$ cat src/design/protect_irq_pkg.sv
/*
  Constants for the link protection status and interrupt enable registers.
  Assumes one clock domain and byte-wide registers behind the serial control bus.
*/
package protect_irq_pkg;
  localparam logic [7:0] status_offset      = 8'hc4;
  localparam logic [7:0] irq_enable_offset  = 8'hc6;
  localparam logic [7:0] status_reset       = 8'h00;
  localparam logic [7:0] irq_enable_reset   = 8'h00;
  localparam logic [7:0] unmapped_read_data = 8'h00;
  // Status field positions
  localparam int st_chan_err  = 7;
  localparam int st_far_irq   = 6;
  localparam int st_far_lock  = 5;
  localparam int st_down_plug = 4;
  localparam int st_presence  = 3;
  localparam int st_list_rdy  = 2;
  localparam int st_key_rdy   = 1;
  localparam int st_auth_ok   = 0;
  // Enable and pending field positions
  localparam int ie_indirect  = 7;
  localparam int ie_presence  = 6;
  localparam int ie_far_irq   = 5;
  localparam int list_ready_irq_enable  = 4;
  localparam int ie_key_rdy   = 3;
  localparam int ie_auth_fail = 2;
  localparam int auth_pass_irq_enable = 1;
  localparam int ie_global    = 0;
  localparam int sync_stages  = 2;
endpackage : protect_irq_pkg

$ cat src/design/level_sync.sv
/*
  Two flip-flop synchroniser for a group of levels.
  Assumes inputs may change at any time relative to clk.
*/
`timescale 1ns/1ps
module level_sync #(
  parameter int width = 3
) (
  input  wire logic             clk,
  input  wire logic             sys_rst,
  input  wire logic [width-1:0] async_in,
  input  wire logic [width-1:0] rst_val,
  output logic      [width-1:0] sync_out
);
  typedef struct packed {
    logic [width-1:0] meta;
    logic [width-1:0] sync;
  } sync_state_t;

  sync_state_t sy_r;
  sync_state_t sy_nxt;

  // First stage feeds only the second stage
  always_comb begin
    sy_nxt      = sy_r;
    sy_nxt.meta = async_in;
    sy_nxt.sync = sy_r.meta;
  end

  always_ff @(posedge clk) begin
    if (sys_rst) begin
      sy_r <= {rst_val, rst_val};
    end else begin
      sy_r <= sy_nxt;
    end
  end

  assign sync_out = sy_r.sync;
endmodule : level_sync

$ cat src/design/link_protect_status_irq.sv
/*
  Link protection status register, interrupt enable register and interrupt line.
  Assumes the serial control bus slave drives the byte port on clk, and that
  event inputs are one-cycle pulses from logic on clk. Link-side levels are
  asynchronous and pass a synchroniser.
*/
`timescale 1ns/1ps
module link_protect_status_irq (
  input  wire logic       clk,
  input  wire logic       sys_rst,
  input  wire logic [7:0] reg_addr,
  input  wire logic       reg_wr,
  input  wire logic       reg_rd,
  input  wire logic [7:0] reg_wdata,
  output logic      [7:0] reg_rdata,
  input  wire logic       chan_error_evt,
  input  wire logic       down_plug_evt,
  input  wire logic       list_loaded_evt,
  input  wire logic       key_loaded_evt,
  input  wire logic       key_list_accept,
  input  wire logic       key_accept,
  input  wire logic       auth_pass_evt,
  input  wire logic       auth_fail_evt,
  input  wire logic       auth_restart,
  input  wire logic       indirect_done_evt,
  input  wire logic       pending_ack,
  input  wire logic       detect_needs_lock,
  input  wire logic       far_irq_input_n,
  input  wire logic       far_lock_in,
  input  wire logic       presence_in,
  output logic      [7:0] irq_pending,
  output logic            irq_n
);

  //////////////////////////////////////////////////////////////////////////////
  typedef struct packed {
    logic       chan_err;
    logic       down_plug;
    logic       list_rdy;
    logic       key_rdy;
    logic       auth_ok;
    logic       indirect_hit;
    logic       fail_hit;
    logic [7:0] irq_enable;
    logic [7:0] rdata;
    logic [7:0] pending;
    logic       irq_n;
  } state_t;

  state_t     st_r;
  state_t     st_nxt;
  logic [2:0] link_s;
  logic       far_irq_s_n;
  logic       far_lock_s;
  logic       presence_s;
  logic [7:0] status_now;
  logic [7:0] source_now;
  logic       rd_status;
  logic       wr_enable;

  function automatic logic hit(input logic [7:0] addr, input logic [7:0] offs);
    hit = (addr == offs);
  endfunction : hit

  //////////////////////////////////////////////////////////////////////////////
  // Far interrupt resets high so no false interrupt during reset
  level_sync #(.width(3)) u_link_sync (
    .clk      (clk),
    .sys_rst  (sys_rst),
    .async_in ({far_irq_input_n, far_lock_in, presence_in}),
    .rst_val  (3'h4),
    .sync_out (link_s)
  );
  assign far_irq_s_n = link_s[2];
  assign far_lock_s  = link_s[1];
  assign presence_s  = link_s[0];

  assign rd_status = reg_rd && hit(reg_addr, protect_irq_pkg::status_offset);
  assign wr_enable = reg_wr && hit(reg_addr, protect_irq_pkg::irq_enable_offset);

  //////////////////////////////////////////////////////////////////////////////
  always_comb begin
    status_now = protect_irq_pkg::status_reset;
    status_now[protect_irq_pkg::st_chan_err]  = st_r.chan_err;
    status_now[protect_irq_pkg::st_far_irq]   = far_irq_s_n;
    status_now[protect_irq_pkg::st_far_lock]  = far_lock_s;
    status_now[protect_irq_pkg::st_down_plug] = st_r.down_plug;
    status_now[protect_irq_pkg::st_presence]  = presence_s;
    status_now[protect_irq_pkg::st_list_rdy]  = st_r.list_rdy;
    status_now[protect_irq_pkg::st_key_rdy]   = st_r.key_rdy;
    status_now[protect_irq_pkg::st_auth_ok]   = st_r.auth_ok;

    source_now = 8'h00;
    source_now[protect_irq_pkg::ie_indirect]  = st_r.indirect_hit;
    source_now[protect_irq_pkg::ie_presence]  = presence_s && (!detect_needs_lock || far_lock_s);
    source_now[protect_irq_pkg::ie_far_irq]   = !far_irq_s_n;
    source_now[protect_irq_pkg::list_ready_irq_enable]  = st_r.list_rdy;
    source_now[protect_irq_pkg::ie_key_rdy]   = st_r.key_rdy;
    source_now[protect_irq_pkg::ie_auth_fail] = st_r.fail_hit;
    source_now[protect_irq_pkg::auth_pass_irq_enable] = st_r.auth_ok;
  end

  //////////////////////////////////////////////////////////////////////////////
  always_comb begin
    st_nxt = st_r;
    // Set terms come last, except for auth_ok, so a same-cycle event wins over a clear
    if (rd_status) begin
      st_nxt.chan_err  = 1'b0;
      st_nxt.down_plug = 1'b0;
    end
    if (chan_error_evt) begin
      st_nxt.chan_err = 1'b1;
    end
    if (down_plug_evt) begin
      st_nxt.down_plug = 1'b1;
    end
    if (key_list_accept) begin
      st_nxt.list_rdy = 1'b0;
    end
    if (list_loaded_evt) begin
      st_nxt.list_rdy = 1'b1;
    end
    if (key_accept) begin
      st_nxt.key_rdy = 1'b0;
    end
    if (key_loaded_evt) begin
      st_nxt.key_rdy = 1'b1;
    end
    // Loss, failure and restart all drop the authenticated state
    if (auth_pass_evt) begin
      st_nxt.auth_ok = 1'b1;
    end
    if (auth_fail_evt || auth_restart) begin
      st_nxt.auth_ok = 1'b0;
    end
    if (pending_ack) begin
      st_nxt.indirect_hit = 1'b0;
      st_nxt.fail_hit     = 1'b0;
    end
    if (indirect_done_evt) begin
      st_nxt.indirect_hit = 1'b1;
    end
    // Loss of an established session counts as failure
    if (auth_fail_evt) begin
      st_nxt.fail_hit = 1'b1;
    end
    if (wr_enable) begin
      st_nxt.irq_enable = reg_wdata;
    end
    if (reg_rd) begin
      if (hit(reg_addr, protect_irq_pkg::status_offset)) begin
        st_nxt.rdata = status_now;
      end else if (hit(reg_addr, protect_irq_pkg::irq_enable_offset)) begin
        st_nxt.rdata = st_r.irq_enable;
      end else begin
        st_nxt.rdata = protect_irq_pkg::unmapped_read_data;
      end
    end
    st_nxt.pending[7:1] = source_now[7:1] & st_r.irq_enable[7:1];
    st_nxt.pending[0]   = |(source_now[7:1] & st_r.irq_enable[7:1]);
    // Line lags pending by one flop stage; both stay registered
    st_nxt.irq_n = !(st_r.pending[0] && st_r.irq_enable[protect_irq_pkg::ie_global]);
  end

  always_ff @(posedge clk) begin
    if (sys_rst) begin
      st_r            <= '0;
      st_r.irq_enable <= protect_irq_pkg::irq_enable_reset;
      st_r.irq_n      <= 1'b1;
    end else begin
      st_r <= st_nxt;
    end
  end

  assign reg_rdata   = st_r.rdata;
  assign irq_pending = st_r.pending;
  assign irq_n       = st_r.irq_n;
endmodule : link_protect_status_irq

$ cat config.mk
export PLATFORM = sky130hd
export DESIGN_NAME = link_protect_status_irq
export DESIGN_NICKNAME = d
export VERILOG_FILES = /design/src/design/protect_irq_pkg.sv /design/src/design/level_sync.sv /design/src/design/link_protect_status_irq.sv
export SDC_FILE = /design/constraint.sdc
export NUM_CORES = 1
export LEC_CHECK = 0
export ABC_AREA = 1
export BUFFER_PORTS_ARGS = -buffer_cell sky130_fd_sc_hd__buf_2
export CAP_MARGIN = 10
export CORE_ASPECT_RATIO = 0.8
export CORE_MARGIN = 2
export CORE_UTILIZATION = 50
export DETAILED_ROUTE_END_ITERATION = 16
export PLACE_DENSITY = 0.77
export SLEW_MARGIN = 10
export SYNTH_ARGS = -nofsm -noshare
export SYNTH_HDL_FRONTEND = slang
export SYNTH_SLANG_ARGS = --single-unit
$ cat constraint.sdc
create_clock -name clk -period 1.1 [get_ports clk]
set_input_delay 0.055 -clock clk [delete_from_list [all_inputs] [get_ports clk]]
set_output_delay 0.055 -clock clk [all_outputs]
set_load 0.02 [all_outputs]
Word-level counts from Yosys, hierarchy flattened --
Index checks and enable logic that the tools add are counted.
Word-level totals: bits in registers 38, bits of input ports 35, output and inout port bits 17, logic and storage cells 45
Operators by class: equality and inequality tests 2, mux-type cells 12, bitwise logic cells 1, reductions and logical operators 17
Operators by type and width (count):
- $eq 8x8->1 const B | 2
- $mux 8 | 2
- $reduce_bool 2->1 | 6
- $mux 1 | 8
- $and 7x7->7 | 1
- $reduce_or 7->1 | 1
- $logic_and 1x1->1 | 4
- $mux 2 | 2
- $logic_not 1->1 | 3
- $logic_or 1x1->1 | 2
- $reduce_or 2->1 | 1

Depth between registers and ports, before layout --
depth in word-level cells 5, gate-level depth with buffers 9, gate-level depth less buffers 8

By module --
From an unflattened synthesis, not the netlist that was laid out.
Unflattened totals: cells, all modules 231, area total of the unflattened synthesis 1647.8 µm²
By module, submodules not included:
- link_protect_status_irq | instances 1, cells an instance 209, area an instance 1467.7 µm², seq. area each 640.6 µm²
- level_sync | instances 1, cells an instance 22, area an instance 180.2 µm², seq. area each 120.1 µm²

Worst setup path after synthesis --
Ideal clock, no wire load.
path kind input port to flip-flop, start point input port reg_addr[5], end point register st_r[17] (netlist bit), library setup time 0.128 ns, arrival time 0.693 ns, required time 0.972 ns, slack 0.279 ns, stages 6, path buffers 0, cell sequence nor2_2 > nand2_2 > nor2_4 > nand2_1 > nand2_1 > a21oi_2
Between the ends: longest elaborated chain between the ends 2
Ends and longest elaborated chain:
- start, declared | RTL line link_protect_status_irq.sv:11 | input wire logic [7:0] reg_addr,
- $eq 8x8->1 | RTL line link_protect_status_irq.sv:62 | hit = (addr == offs);
- $logic_and 1x1->1 | RTL line link_protect_status_irq.sv:79 | assign wr_enable = reg_wr && hit(reg_addr, protect_irq_pkg::irq_enable_offset);
- end signal, assigned | RTL line link_protect_status_irq.sv:171 | st_r <= st_nxt;
- end, declared | RTL line link_protect_status_irq.sv:50 | state_t st_r;
Every way passes these cells. A chain may end at the register's enable or synchronous reset.

Final worst setup path --
start point register st_r[20] (netlist bit), end point register st_r, in the netlist reg_rdata[3]
Between the ends: longest elaborated chain between the ends 2
Ends and longest elaborated chain:
- $mux 8 | RTL line link_protect_status_irq.sv:153 | end else if (hit(reg_addr, protect_irq_pkg::irq_enable_offset)) begin
- $mux 8 | RTL line link_protect_status_irq.sv:151 | if (hit(reg_addr, protect_irq_pkg::status_offset)) begin
Every way passes these cells.

==> flow_metrics.py <==
metrics = {
    "run_status": {
        "run_status": "complete, no violations",
    },
    "power": {
        "pwr-share-seq_pct": 56.4,
        "switching_power_uw": 585,
        "internal-power_uw": 1930,
        "power.density_cell_area_mw_per_mm2": 1270,
        "power.combinational.fraction_pct": 8.5,
        "total_power_uw": 2520,
        "switching_share_pct": 23.2,
        "leakage_uw": 0.000980,
        "vdd_ir_drop_max_mv": 0.815,
        "clock_power_share_pct": 35.1,
    },
    "run": {
        "drv_cap": 0,
    },
    "die": {
        "chipWidth_um": 67.8,
        "initial_core_util_pct": 52.4,
        "placement_rows": 18,
        "top_level_ports": 52,
        "die_height_um": 55.1,
        "fp.coreArea_mm2": 0.00311,
        "design.die.area_mm2": 0.00373,
    },
    "drt": {
        "avgRoutedWirePerCell_um": 10.4,
        "drc": 0,
        "dr.first_iter.drc_count": 63,
        "final_antenna_net_count": 0,
        "drtPass1Iterations": 4,
        "route.vias.total": 1423,
        "via_per_inst": 4.55,
        "routed_wl_mm": 3.25,
    },
    "final_layout": {
        "finalNetCount": 308,
        "n_antenna_cell": 0,
        "num-fill-cells": 292,
        "layout-drive-gt1-share_pct": 26.7,
        "layout-area-overhead-vs-synth_pct": 21.6,
    },
    "sta": {
        "drv_slew": 0,
        "slew_headroom_pct": 61.6,
        "final_min_period_over_clock_period_pct": 78.5,
        "tightestPinTransition_ns": 0.576,
        "fin_tns_setup_ns": 0,
        "post-route-worst-setup-slack_ns": 0.237,
        "rsz_0062_raised_after_global_routing": "no",
        "final-hold-violation-count": 0,
        "setup_violations": 0,
        "final.setup_skew_ns": 0.00785,
        "final_period_minus_worst_setup_slack_ns": 0.863,
        "achievable-frequency_mhz": 1160,
    },
    "critical_path": {
        "worstPathRequired_ns": 1.32,
        "cp-start-kind": "flop",
        "cp_cell_sequence": "nand2_1 -> nor2_1 -> nand2_1 -> nand2_1 -> nor2_1 -> nor2_1",
        "worst_setup_path_end_kind": "flop",
        "cp_max_fo": 3,
        "timing.critical_path.max_delay_family": "simple AND/OR/NAND/NOR gates",
        "crit_arrival_ns": 1.09,
        "critical_path.max_stage_delay_ns": 0.36,
        "setup.reg_to_reg.worst_slack_ns": 0.24,
        "timing.critical_path.buf_inv": 0,
        "cp_slowest_cell": "sky130_fd_sc_hd__dfxtp_1",
        "setup.worst_path.class": "reg2reg",
    },
    "global_route": {
        "gr-usage-all-layers_pct": 20.4,
        "grtUsageMet1_pct": 24.9,
        "total_congestion_overflow": 0,
        "global_route_wire_length_before_repair_mm": 5.35,
        "grt_max_degree": 35,
        "via_count_of_the_first_global_routing_pass": 1275,
        "busiest_layer": "met2",
        "grtUsageMet2_pct": 32.4,
        "initial_antenna_violation_count": 0,
        "globalRouteMet3Util_pct": 8.10,
    },
    "min_path": {
        "min_path_type": "in2reg",
    },
    "synthesis": {
        "synthFlopType": "sky130_fd_sc_hd__dfxtp_1",
        "synth.lib_cells_used.distinct": 19,
        "synth_enable_flop_cells": 0,
        "asyncSetResetFlopFracSynth_pct": 0,
        "syn_area_per_cell_um2": 7.27,
        "synth.largest_area_cell": "sky130_fd_sc_hd__dfxtp_1",
        "synth.area.top_cells": "sky130_fd_sc_hd__dfxtp_1 47%, sky130_fd_sc_hd__nor2_1 12%, sky130_fd_sc_hd__nand2_1 11%, sky130_fd_sc_hd__buf_4 7.8%, sky130_fd_sc_hd__inv_1 5.8%",
        "synth_cells": 224,
        "post-synth-top-count-cell": "sky130_fd_sc_hd__nor2_1",
        "synth.ff_latch_count": 38,
        "sequential_share_of_the_synthesized_area_pct": 46.7,
        "synth_nets": 259,
        "synth.top_cells.by_count": "50 x sky130_fd_sc_hd__nor2_1, 47 x sky130_fd_sc_hd__nand2_1, 38 x sky130_fd_sc_hd__dfxtp_1, 25 x sky130_fd_sc_hd__inv_1, 17 x sky130_fd_sc_hd__buf_4",
        "syn-cell-area_mm2": 0.00163,
        "synth_top_area_share_pct": 46.7,
        "yosysWarningCount": 0,
    },
    "clocking": {
        "clk_transition_reported_paths_ns": 0.07,
        "cts-htree-levels": 2,
        "cts_buffers": 5,
        "insertion_delay_of_the_later_clocked_pin_in_the_worst_skew_pair_ns": 0.30,
        "post_cts.resized_instances": 0,
        "tritoncts": "yes",
        "clock_sinks": 38,
        "clock-root-buffer": "sky130_fd_sc_hd__clkbuf_8",
        "cts.path.max_buffers": 2,
    },
    "placed_design": {
        "place_congestion": 0.842,
        "hpwlAfterDp_mm": 2.28,
        "dp_slack_ns": 0.0598,
        "port_buffers": 51,
    },
}
metrics by stage:
stage	area, µm²	cells	util, %	hold slack (ns)
3_3_place_gp	1800	296	58.0	0.220
4_1_cts	1980	313	63.7	0.0172
5_1_grt	1980	313	63.7	0.0215
2_1_floorplan	1630	224	-	0.133
6_report	1980	313	63.7	0.0271
3_5_place_dp	1800	296	58.0	0.237
area by class of cell:
cell class | instances | area [µm²] | area share [%]
repair buffers | 65 | 385 | 19.5
clock buffers | 5 | 68.8 | 3.47
flip-flops and latches | 38 | 761 | 38.4
well taps | 40 | 50.0 | 2.53
multi-input cells | 138 | 612 | 30.9
clock inverters | 2 | 10.0 | 0.505
inverters | 25 | 93.8 | 4.74
tightest hold or removal path, cell delays in order:
cell                      delay, ns
sky130_fd_sc_hd__buf_2         0.10
sky130_fd_sc_hd__nand3_1       0.07
sky130_fd_sc_hd__a21oi_1       0.06
cells in the final DEF, fill, tap and decap left out, types with 2 or more instances in the layout:
cell,Yosys,layout
sky130_fd_sc_hd__nor2_1,50,50
sky130_fd_sc_hd__clkbuf_8,0,5
sky130_fd_sc_hd__nand3_1,15,15
sky130_fd_sc_hd__or2_2,2,2
sky130_fd_sc_hd__nand2_1,47,47
sky130_fd_sc_hd__dlygate4sd3_1,0,10
sky130_fd_sc_hd__nor2_2,3,3
sky130_fd_sc_hd__nor2_4,2,2
sky130_fd_sc_hd__buf_4,17,4
sky130_fd_sc_hd__clkinv_2,0,2
sky130_fd_sc_hd__buf_2,4,51
sky130_fd_sc_hd__inv_1,25,25
sky130_fd_sc_hd__a21oi_1,12,12
sky130_fd_sc_hd__nand2_2,2,2
sky130_fd_sc_hd__dfxtp_1,38,38
per-layer routing:
layer	routed length (µm)	vias up	part of all wire, %
li1	-	761	-
met1	1510	610	47
met2	1440	45	44
met3	243	7	7.5
met4	52	0	1.6
met5	0	-	0
final timing paths:
path                                startpoint            to  cells past startpoint
worst max register to register        st_r[20]  reg_rdata[3]                      6
worst min-delay path              reg_wdata[4]      st_r[21]                      3
worst max-delay path                  st_r[20]  reg_rdata[3]                      6
worst min register to register  irq_pending[0]         irq_n                      1
power by group through the flow:
stage	Sequential [µW]	Clock [µW]	Combinational (µW)
floorplan	1450	0	105
global placement	1450	0	182
detailed placement	1450	0	185
CTS	1420	910	213
global route	1420	975	242
finish	1420	885	213
kinds of logic after synthesis:
kind of cell	Yosys count	share of synthesized area (%)
flops	38	46.7
simple gates	124	32.9
compound gates	14	4.69
buf+inv	48	15.7
state kept, by name (all words and copies together) (netlist names):
name,cells
st_r,10
irq_pending,8
reg_rdata,8
source_now,5
u_link_sync.sy_nxt,3
u_link_sync.sync_out,3
irq_n,1
timing repair:
| action | in CTS | in global routing |
|---|---|---|
| setup buffers | 0 | 0 |
| hold endpoints to repair | 10 | 0 |
| hold buffers | 10 | 0 |
(Power assumes the default switching activity.)
